File: src/common/src_pkg.sv
/*
 * Shared constants and carrier types for the system reset controller:
 * register offsets and fields, reset values, reset type codes, timing
 * counts, state encoding and the state structs of both design modules.
 * Assumes a single slow clock and a plain register port.
 */
package src_pkg;

    // Register offsets
    localparam logic [7:0]  OFF_CTRL       = 8'h00;
    localparam logic [7:0]  OFF_STAT       = 8'h04;
    localparam logic [7:0]  OFF_MODE       = 8'h08;

    // Control word fields
    localparam int          CTRL_PROC_BIT  = 0;
    localparam int          CTRL_PERI_BIT  = 2;
    localparam int          CTRL_EXT_BIT   = 3;
    localparam int          CTRL_KEY_LSB   = 24;
    // Write key, value arbitrary
    localparam logic [7:0]  CTRL_KEY       = 8'h5a;

    // Status word fields
    localparam int          STAT_SEEN_BIT  = 0;
    localparam int          STAT_BUSY_BIT  = 1;
    localparam int          STAT_TYPE_LSB  = 8;
    localparam int          STAT_LEVEL_BIT = 16;

    // Mode word fields
    localparam int          MODE_UEN_BIT   = 0;
    localparam int          MODE_IEN_BIT   = 4;
    localparam int          MODE_LEN_LSB   = 8;

    // Last reset type codes
    localparam logic [2:0]  RT_GENERAL     = 3'h0;
    localparam logic [2:0]  RT_WAKE        = 3'h1;
    localparam logic [2:0]  RT_WDT         = 3'h2;
    localparam logic [2:0]  RT_SW          = 3'h3;
    localparam logic [2:0]  RT_USER        = 3'h4;

    // Timing counts in slow clock cycles
    localparam logic [15:0] STARTUP_LAST   = 16'h07ff;
    localparam logic [15:0] HOLD_LAST      = 16'h0002;
    localparam int          BOOT_DLY       = 3;

    typedef struct packed {
        logic [7:0]  addr;
        logic [31:0] wdata;
        logic        wr;
        logic        rd;
    } src_bus_req_t;

    typedef struct packed {
        logic proc_rst_n;
        logic periph_rst_n;
        logic backup_rst_n;
    } src_resets_t;

    typedef struct packed {
        logic       user_reset_irq_enable;
        logic       user_reset_enable;
        logic [3:0] ext_pulse_length;
    } src_mode_t;

    localparam src_mode_t MODE_RST = '{
        user_reset_irq_enable: 1'b0,
        user_reset_enable:     1'b1,
        ext_pulse_length:      4'h0
    };

    typedef enum logic [2:0] {
        ST_STARTUP  = 3'b000,
        ST_HOLD     = 3'b001,
        ST_RUN      = 3'b011,
        ST_SW       = 3'b010,
        ST_WDT      = 3'b110,
        ST_USER     = 3'b111,
        ST_CORE_OFF = 3'b101
    } src_fsm_t;

    typedef struct packed {
        src_fsm_t               st;
        logic [15:0]            cnt;
        logic [2:0]             pend;
        logic                   sw_proc;
        logic [2:0]             last_reset_type;
        logic [1:0]             pin_sync;
        logic                   pin_prev;
        logic [1:0]             drv_hist;
        logic                   user_reset_seen;
        logic                   irq;
        src_mode_t              mode;
        logic                   por_prev;
        logic [BOOT_DLY-1:0]    boot_dly;
        logic                   boot_sel;
        logic                   clk_en;
        src_resets_t            res;
        logic [31:0]            rdata;
    } src_state_t;

    typedef struct packed {
        logic [16:0] cnt;
        logic        drive;
    } src_pulse_t;

endpackage : src_pkg

File: src/core/src_ext_pulse.sv
/*
 * External reset pulse shaper: drives the open-drain pin low for
 * 2^(len+1) cycles after a start, or for as long as force is high.
 * Assumes start and force come from the reset state manager.
 */
`timescale 1ns/1ns
module src_ext_pulse (
    input  wire logic       core_clk_i,
    input  wire logic       reset_i,
    input  wire logic       force_i,
    input  wire logic       start_i,
    input  wire logic [3:0] len_i,
    output logic            drive_o
);
    import src_pkg::*;

    src_pulse_t s_r;
    src_pulse_t s_nxt;

    always_comb begin
        s_nxt = s_r;
        if (start_i) begin
            s_nxt.cnt   = 17'h00001 << (5'(len_i) + 5'h01);
            s_nxt.drive = 1'b1;
        end else if (s_r.cnt > 17'h00001) begin
            s_nxt.cnt   = s_r.cnt - 17'h00001;
            s_nxt.drive = 1'b1;
        end else begin
            s_nxt.cnt   = 17'h00000;
            s_nxt.drive = force_i;
        end
        if (force_i) begin
            s_nxt.drive = 1'b1;
        end
    end

    always_ff @(posedge core_clk_i or posedge reset_i) begin
        if (reset_i) begin
            s_r <= '{cnt: 17'h00000, drive: 1'b1};
        end else begin
            s_r <= s_nxt;
        end
    end

    assign drive_o = s_r.drive;

    // Helper: length of the last unforced pulse
    logic [17:0] hc_r;
    logic [3:0]  hlen_r;
    logic        hclean_r;
    always_ff @(posedge core_clk_i or posedge reset_i) begin
        if (reset_i) begin
            hc_r     <= 18'h00000;
            hlen_r   <= 4'h0;
            hclean_r <= 1'b0;
        end else if (start_i) begin
            hc_r     <= 18'h00000;
            hlen_r   <= len_i;
            hclean_r <= !force_i;
        end else begin
            hc_r     <= drive_o ? hc_r + 18'h00001 : hc_r;
            hclean_r <= hclean_r && !force_i;
        end
    end
endmodule : src_ext_pulse

File: src/core/src_core.sv
/*
 * System reset controller core on the slow clock: supply detector
 * sequencing, external pin handling, reset state manager, register port,
 * boot select capture.
 * Assumes all inputs synchronous to core_clk_i except ext_pin_i, and a
 * register master that never issues read and write together.
 */
`timescale 1ns/1ns
module src_core (
    input  wire logic                 core_clk_i,
    input  wire logic                 reset_i,
    input  wire src_pkg::src_bus_req_t bus_i,
    output logic [31:0]               rdata_o,
    input  wire logic                 backup_por_i,
    input  wire logic                 core_por_i,
    input  wire logic                 ext_pin_i,
    input  wire logic                 wdt_fault_i,
    input  wire logic                 wdt_proc_only_i,
    input  wire logic                 boot_select_pin_i,
    output src_pkg::src_resets_t      resets_o,
    output logic                      ext_pin_o,
    output logic                      ext_pin_oe_o,
    output logic                      proc_clk_en_o,
    output logic                      boot_sel_o,
    output logic                      user_irq_o
);
    import src_pkg::*;

    localparam src_state_t S_RST = '{
        st:       ST_STARTUP,
        mode:     MODE_RST,
        pin_sync: 2'b11,
        pin_prev: 1'b1,
        default:  '0
    };

    src_state_t s_r;
    src_state_t s_nxt;
    logic       ext_start;
    logic       ext_force;
    logic       stat_rd;
    logic       ctrl_ok;
    logic       user_trig;
    logic       pin_level;
    logic       pin_fall;

    assign pin_level = s_r.pin_sync[1];
    assign pin_fall  = s_r.pin_prev && !pin_level;
    assign stat_rd   = bus_i.rd && bus_i.addr == OFF_STAT;
    assign ctrl_ok   = bus_i.wr && bus_i.addr == OFF_CTRL && s_r.st == ST_RUN
                       && bus_i.wdata[CTRL_KEY_LSB +: 8] == CTRL_KEY
                       && (bus_i.wdata[CTRL_PROC_BIT] || bus_i.wdata[CTRL_PERI_BIT]
                           || bus_i.wdata[CTRL_EXT_BIT]);
    // Own pulse and its echo through the synchroniser are not a user reset
    assign user_trig = s_r.st == ST_RUN && !pin_level
                       && s_r.mode.user_reset_enable
                       && !s_r.mode.user_reset_irq_enable
                       && !ext_pin_oe_o && s_r.drv_hist == 2'b00;

    always_comb begin
        s_nxt = s_r;
        ext_start = 1'b0;
        ext_force = 1'b0;

        s_nxt.pin_sync = {s_r.pin_sync[0], ext_pin_i};
        s_nxt.pin_prev = pin_level;
        s_nxt.drv_hist = {s_r.drv_hist[0], ext_pin_oe_o};

        s_nxt.por_prev = core_por_i;
        s_nxt.boot_dly = {s_r.boot_dly[BOOT_DLY-2:0], core_por_i && !s_r.por_prev};
        if (s_r.boot_dly[BOOT_DLY-1]) begin
            s_nxt.boot_sel = boot_select_pin_i;
        end

        // Set wins over the read clear
        if (stat_rd) begin
            s_nxt.user_reset_seen = 1'b0;
        end
        if (pin_fall) begin
            s_nxt.user_reset_seen = 1'b1;
        end
        s_nxt.irq = s_nxt.user_reset_seen && s_r.mode.user_reset_irq_enable;

        if (bus_i.wr && bus_i.addr == OFF_MODE) begin
            s_nxt.mode.user_reset_enable     = bus_i.wdata[MODE_UEN_BIT];
            s_nxt.mode.user_reset_irq_enable = bus_i.wdata[MODE_IEN_BIT];
            s_nxt.mode.ext_pulse_length      = bus_i.wdata[MODE_LEN_LSB +: 4];
        end

        s_nxt.rdata = 32'h00000000;
        if (stat_rd) begin
            s_nxt.rdata[STAT_SEEN_BIT]       = s_r.user_reset_seen;
            s_nxt.rdata[STAT_BUSY_BIT]       = s_r.st == ST_SW;
            s_nxt.rdata[STAT_TYPE_LSB +: 3]  = s_r.last_reset_type;
            s_nxt.rdata[STAT_LEVEL_BIT]      = pin_level;
        end else if (bus_i.rd && bus_i.addr == OFF_MODE) begin
            s_nxt.rdata[MODE_UEN_BIT]        = s_r.mode.user_reset_enable;
            s_nxt.rdata[MODE_IEN_BIT]        = s_r.mode.user_reset_irq_enable;
            s_nxt.rdata[MODE_LEN_LSB +: 4]   = s_r.mode.ext_pulse_length;
        end

        case (s_r.st)
            ST_STARTUP: begin
                ext_force = 1'b1;
                s_nxt.res = '{default: 1'b0};
                s_nxt.clk_en = 1'b0;
                if (s_r.cnt == STARTUP_LAST) begin
                    s_nxt.st     = ST_HOLD;
                    s_nxt.cnt    = HOLD_LAST;
                    s_nxt.pend   = RT_GENERAL;
                    s_nxt.clk_en = 1'b1;
                end else begin
                    s_nxt.cnt = s_r.cnt + 16'h0001;
                end
            end
            ST_HOLD: begin
                ext_force = s_r.pend != RT_USER;
                s_nxt.clk_en = 1'b1;
                if (s_r.cnt == 16'h0000) begin
                    s_nxt.st = ST_RUN;
                    s_nxt.res = '{default: 1'b1};
                    s_nxt.last_reset_type = s_r.pend;
                    ext_start = s_r.pend != RT_USER;
                end else begin
                    s_nxt.cnt = s_r.cnt - 16'h0001;
                end
            end
            ST_RUN, ST_SW: begin
                if (wdt_fault_i) begin
                    s_nxt.st = ST_WDT;
                    s_nxt.cnt = HOLD_LAST;
                    s_nxt.res.proc_rst_n = 1'b0;
                    s_nxt.res.periph_rst_n = wdt_proc_only_i;
                    ext_start = !wdt_proc_only_i;
                end else if (s_r.st == ST_SW) begin
                    if (s_r.cnt == 16'h0000) begin
                        s_nxt.st = ST_RUN;
                        s_nxt.res.proc_rst_n = 1'b1;
                        s_nxt.res.periph_rst_n = 1'b1;
                        if (s_r.sw_proc) begin
                            s_nxt.last_reset_type = RT_SW;
                        end
                    end else begin
                        s_nxt.cnt = s_r.cnt - 16'h0001;
                    end
                end else if (ctrl_ok) begin
                    s_nxt.st = ST_SW;
                    s_nxt.cnt = HOLD_LAST;
                    s_nxt.sw_proc = bus_i.wdata[CTRL_PROC_BIT];
                    s_nxt.res.proc_rst_n = !bus_i.wdata[CTRL_PROC_BIT];
                    s_nxt.res.periph_rst_n = !bus_i.wdata[CTRL_PERI_BIT];
                    ext_start = bus_i.wdata[CTRL_EXT_BIT];
                end else if (user_trig) begin
                    s_nxt.st = ST_USER;
                    s_nxt.clk_en = 1'b0;
                    s_nxt.res.proc_rst_n = 1'b0;
                    s_nxt.res.periph_rst_n = 1'b0;
                    ext_start = 1'b1;
                end
            end
            ST_WDT: begin
                if (s_r.cnt == 16'h0000) begin
                    s_nxt.st = ST_RUN;
                    s_nxt.res.proc_rst_n = 1'b1;
                    s_nxt.res.periph_rst_n = 1'b1;
                    s_nxt.last_reset_type = RT_WDT;
                end else begin
                    s_nxt.cnt = s_r.cnt - 16'h0001;
                end
            end
            ST_USER: begin
                // Held while anyone pulls the pin, however long
                if (pin_level && !ext_pin_oe_o) begin
                    s_nxt.st = ST_HOLD;
                    s_nxt.cnt = HOLD_LAST;
                    s_nxt.pend = RT_USER;
                    s_nxt.clk_en = 1'b1;
                end
            end
            ST_CORE_OFF: begin
                ext_force = 1'b1;
                s_nxt.clk_en = 1'b0;
                if (core_por_i) begin
                    s_nxt.st = ST_HOLD;
                    s_nxt.cnt = HOLD_LAST;
                    s_nxt.pend = RT_WAKE;
                    s_nxt.clk_en = 1'b1;
                end
            end
            default: begin
                s_nxt.st = ST_STARTUP;
                s_nxt.cnt = 16'h0000;
            end
        endcase

        // Core supply loss is ignored until backup reset is released
        if (!core_por_i && s_r.res.backup_rst_n) begin
            s_nxt.st = ST_CORE_OFF;
            s_nxt.cnt = 16'h0000;
            s_nxt.clk_en = 1'b0;
            s_nxt.res.proc_rst_n = 1'b0;
            s_nxt.res.periph_rst_n = 1'b0;
            ext_start = 1'b0;
            ext_force = 1'b1;
        end

        if (!backup_por_i) begin
            s_nxt.st = ST_STARTUP;
            s_nxt.cnt = 16'h0000;
            s_nxt.clk_en = 1'b0;
            s_nxt.res = '{default: 1'b0};
            s_nxt.mode = MODE_RST;
            ext_start = 1'b0;
            ext_force = 1'b1;
        end
    end

    // Async reset stands for backup supply loss
    always_ff @(posedge core_clk_i or posedge reset_i) begin
        if (reset_i) begin
            s_r <= S_RST;
        end else begin
            s_r <= s_nxt;
        end
    end

    src_ext_pulse u_pulse (
        .core_clk_i (core_clk_i),
        .reset_i    (reset_i),
        .force_i    (ext_force),
        .start_i    (ext_start),
        .len_i      (s_r.mode.ext_pulse_length),
        .drive_o    (ext_pin_oe_o)
    );

    assign ext_pin_o     = 1'b0;
    assign rdata_o       = s_r.rdata;
    assign resets_o      = s_r.res;
    assign proc_clk_en_o = s_r.clk_en;
    assign boot_sel_o    = s_r.boot_sel;
    assign user_irq_o    = s_r.irq;
endmodule : src_core

File: config.mk
export PLATFORM = sky130hd
export DESIGN_NAME = src_core
export DESIGN_NICKNAME = d
export VERILOG_FILES = /design/src/common/src_pkg.sv /design/src/core/src_ext_pulse.sv /design/src/core/src_core.sv
export SDC_FILE = /design/constraint.sdc
export NUM_CORES = 1
export LEC_CHECK = 0
export BUFFER_PORTS_ARGS = -buffer_cell sky130_fd_sc_hd__buf_4
export CAP_MARGIN = 10
export CORE_MARGIN = 3
export CORE_UTILIZATION = 57
export CTS_BUF_LIST = sky130_fd_sc_hd__clkbuf_4 sky130_fd_sc_hd__clkbuf_8 sky130_fd_sc_hd__clkbuf_16
export CTS_CLUSTER_DIAMETER = 200
export CTS_CLUSTER_SIZE = 28
export DETAILED_ROUTE_END_ITERATION = 6
export GPL_ROUTABILITY_DRIVEN = 0
export PLACE_DENSITY = 0.93
export SLEW_MARGIN = 30
export SYNTH_ARGS = -nofsm -noshare
export SYNTH_HDL_FRONTEND = slang
export SYNTH_HIERARCHICAL = 1
export SYNTH_SLANG_ARGS = --single-unit
File: constraint.sdc
create_clock -name core_clk_i -period 3.5 [get_ports core_clk_i]
set_clock_uncertainty 0.2 [all_clocks]
set_input_delay 0.175 -clock core_clk_i [delete_from_list [all_inputs] [get_ports core_clk_i]]
set_output_delay 0.175 -clock core_clk_i [all_outputs]
set_load 0.005 [all_outputs]
==> flow_metrics.tcl <==
set metrics [dict create \
    postCtsSetupRepairBufs 0 \
    grt_start_max_net_pins 31 \
    fin_nets 664 \
    numPortBuffers 48 \
    cts_max_path_buffers 2 \
    synth_area_sq_mm 0.004962 \
    cap_violations 0 \
    power.leakage_nw 2.481 \
    seq_area_frac_synth 0.3694 \
    wl_um 14460 \
    syn_to_final_growth_pct 13.97 \
    antennaDiodeCount 0 \
    hp-class "in2reg" \
    drt_iter0_drc 709 \
    drt.antenna.violating_nets 0 \
    powerDensity_mw_per_mm2 781.9 \
    worst_setup_path_start_kind "flip-flop" \
    drt-wirelength-per-cell_um 20.11 \
    synth-seq-cells 73 \
    remaining_drc_errors 0 \
    avgSynthCellArea_sq_um 8.909 \
    p_int_mw 2.407 \
    numCtsBuffers 9 \
    setup_viol 0 \
    p_sw_mw 2.015 \
    min_period_ns 3.212 \
    endpoint_kind "flip-flop" \
    status "finished clean" \
    synth-main-ff-cell "dfrtp_1" \
    clkLatencyLatePin_ns 0.36 \
    pwr-share-clk 0.169 \
    fp.dieH_um 99.31 \
    placed_area_sq_mm 0.005270 \
    worst_ep_arrival_time_ns 3.29 \
    r2r_cells 13 \
    die_area_sq_mm 0.009861 \
    final_util 0.6781 \
    rsz0062_at_grt "false" \
    peakVddDrop_v 0.0004391 \
    tritoncts "yes" \
    grt_antenna_before_repair 0 \
    final_area_sq_mm 0.005655 \
    fin_ws_ns 0.2881 \
    start_util 0.5950 \
    dp_slack_ns 0.05005 \
    final.setup.tns_ns 0 \
    synth_warnings 6 \
    numClockSinks 73 \
    crit_path_max_fanout 11 \
    ys_async_sr_fraction 1.000 \
    viasPerCell 6.862 \
    hold_violations 0 \
    fp-row-count 33 \
    critPathKind "reg2reg" \
    holdPathStages 4 \
    io_pins 90 \
    hpwlAfterDp_um 9594 \
    switching_share 0.4557 \
    grtUsageTotal 0.2976 \
    holdPathEnd "resets_o[1]" \
    drive_above_1_share 0.1938 \
    slew_violations 0 \
    critPathRequiredTime_ns 3.58 \
    fmax_mhz 311.3 \
    power_mw 4.422 \
    overflow 0 \
    seqPwrFrac 0.305 \
    grt_pass1_wl_um 23490 \
    syn_inst 557 \
    slew_headroom 0.3864 \
    synth_edf_count 0 \
    root_buffer "clkbuf_8" \
    coreArea_sq_mm 0.008341 \
    drt_first_pass_iters 6 \
    worstMarginPinSlew_ns 0.9149 \
    htreeDepth 3 \
    hp-start "bus_i[4]" \
    via_count 4934 \
    r2r_slack_ns 0.29 \
    clk_pin_slew_ns 0.08 \
    ys_types 83 \
    grt_pass1_vias 4668 \
    die_x_um 99.31 \
    reg2reg_from "s_r[61]" \
    r2r-end "u_pulse/s_r[6]" \
    fin_crit_sh 0.9177 \
    combinationalPowerShare 0.526 \
]
==> metrics by stage <==
stage	std cells	hold slack, ns
6_report	719	0.1404
2_1_floorplan	581	-0.08716
3_5_place_dp	688	0.08432
3_3_place_gp	688	0.08405
5_1_grt	719	0.1194
4_1_cts	719	0.1006
==> cells in the mapped netlist, types with 7 or more instances <==
library cell | count | area [sq um]
dfrtp_1 | 68 | 1702
nand2_1 | 53 | 198.9
buf_4 | 40 | 300.3
nor2_1 | 37 | 138.9
a21oi_1 | 28 | 140.1
o21ai_0 | 24 | 120.1
nor3_1 | 22 | 110.1
clkbuf_1 | 18 | 67.56
inv_1 | 15 | 56.30
nand3_1 | 14 | 70.07
nor2b_1 | 13 | 81.33
a22o_1 | 11 | 96.34
a31oi_1 | 10 | 62.56
mux2i_1 | 10 | 100.1
nor4_1 | 10 | 62.56
nand2b_1 | 9 | 56.30
nand4_1 | 9 | 56.30
o22ai_1 | 9 | 56.30
and2_1 | 7 | 43.79
xor2_1 | 7 | 61.31
==> per-layer routing <==
layer,vias to the layer above,wire (um),global-route usage
met4,0,689,0.1555
met5,-,0,0
met3,94,1914,0.08135
met2,462,6599,0.4638
li1,2103,-,-
met1,2275,5258,0.3790
==> worst max-delay path by stage <==
| stage | slack, ns | cells past startpoint | to | start |
|---|---|---|---|---|
| floorplan | 0.22 | 10 | u_pulse/s_r[14] | bus_i[35] |
| detailed placement | 0.05 | 10 | u_pulse/s_r[11] | bus_i[35] |
| global placement | 0.09 | 10 | u_pulse/s_r[10] | bus_i[35] |
| CTS | 0.41 | 10 | u_pulse/s_r[2] | s_r[61] |
| global route | 0.1 | 13 | u_pulse/s_r[6] | s_r[61] |
| finish | 0.29 | 13 | u_pulse/s_r[6] | s_r[61] |
==> kinds of logic (layout without fill, tap and decap cells) <==
logic type / Yosys count / after routing / synth area share
and+or+nand+nor: 218 / 218 / 0.2451
AOI/OAI and AO/OA: 151 / 151 / 0.2209
other: 1 / 25 / 0.0007557
adders and majority gates: 5 / 5 / 0.01261
buffers and inverters: 83 / 116 / 0.1014
DFF: 73 / 73 / 0.3694
muxes: 13 / 13 / 0.02698
xor gates and xnor gates: 13 / 13 / 0.02295
==> sequential cells by signal, summed over array words and instances, names as in the netlist <==
name / count
u_pulse/drive_o: 1
pin_level: 1
proc_clk_en_o: 1
s_r: 36
boot_sel_o: 1
u_pulse/s_r: 17
user_irq_o: 1
resets_o: 3
rdata_o: 8
s_nxt: 4
==> area by class of cell <==
cell class / instances / area [sq um]
multi-input cells: 425 / 2735
fillers: 553 / 2685
flip-flops and latches: 73 / 1833
repair buffers: 85 / 675.6
clock buffers: 10 / 131.4
well taps: 105 / 131.4
clock inverters: 6 / 92.59
inverters: 15 / 56.30
==> cell usage in the layout (no fill, tap or decap), drive strengths merged, types with 6 or more instances in the layout <==
cell type	n
xor2	7
o21bai	6
nand2b	9
buf	70
a21oi	28
nor3b	6
nor4	13
nand4	9
mux2i	10
o32ai	7
o22ai	10
conb	25
dlygate4sd3	15
or4	6
inv	15
xnor2	6
o21ai	27
o211ai	6
dfrtp	68
a22o	11
nor2	37
nand2	53
nor2b	13
clkbuf	10
nand3	15
nor3	24
a31oi	10
o221ai	6
and2	7
==> power by group through the flow <==
stage	registers, mW	clock network, mW	logic, mW
after CTS	1.33	0.756	2.23
after detailed placement	1.34	0	2.19
final	1.35	0.748	2.32
after global routing	1.38	0.789	2.51
after floorplan	1.21	0	1.74
after global placement	1.32	0	2.11
==> repair_timing <==
action | in CTS | in global routing
resized for setup | 0 | 0
hold endpoints to repair | 59 | 0
hold buffers | 15 | 0
==> worst max-delay path, cell delays in order (launching register included) <==
cell	delay, ns
dfrtp_1	0.48
inv_1	0.13
ha_1	0.21
nor3b_1	0.28
and3_1	0.23
nand2_1	0.14
nor2_1	0.20
a21oi_1	0.10
nor4_1	0.35
buf_4	0.25
nand2_1	0.13
nor2_1	0.22
nand2_1	0.09
a31oi_1	0.15
No activity file was read; power rests on OpenSTA's default activity.
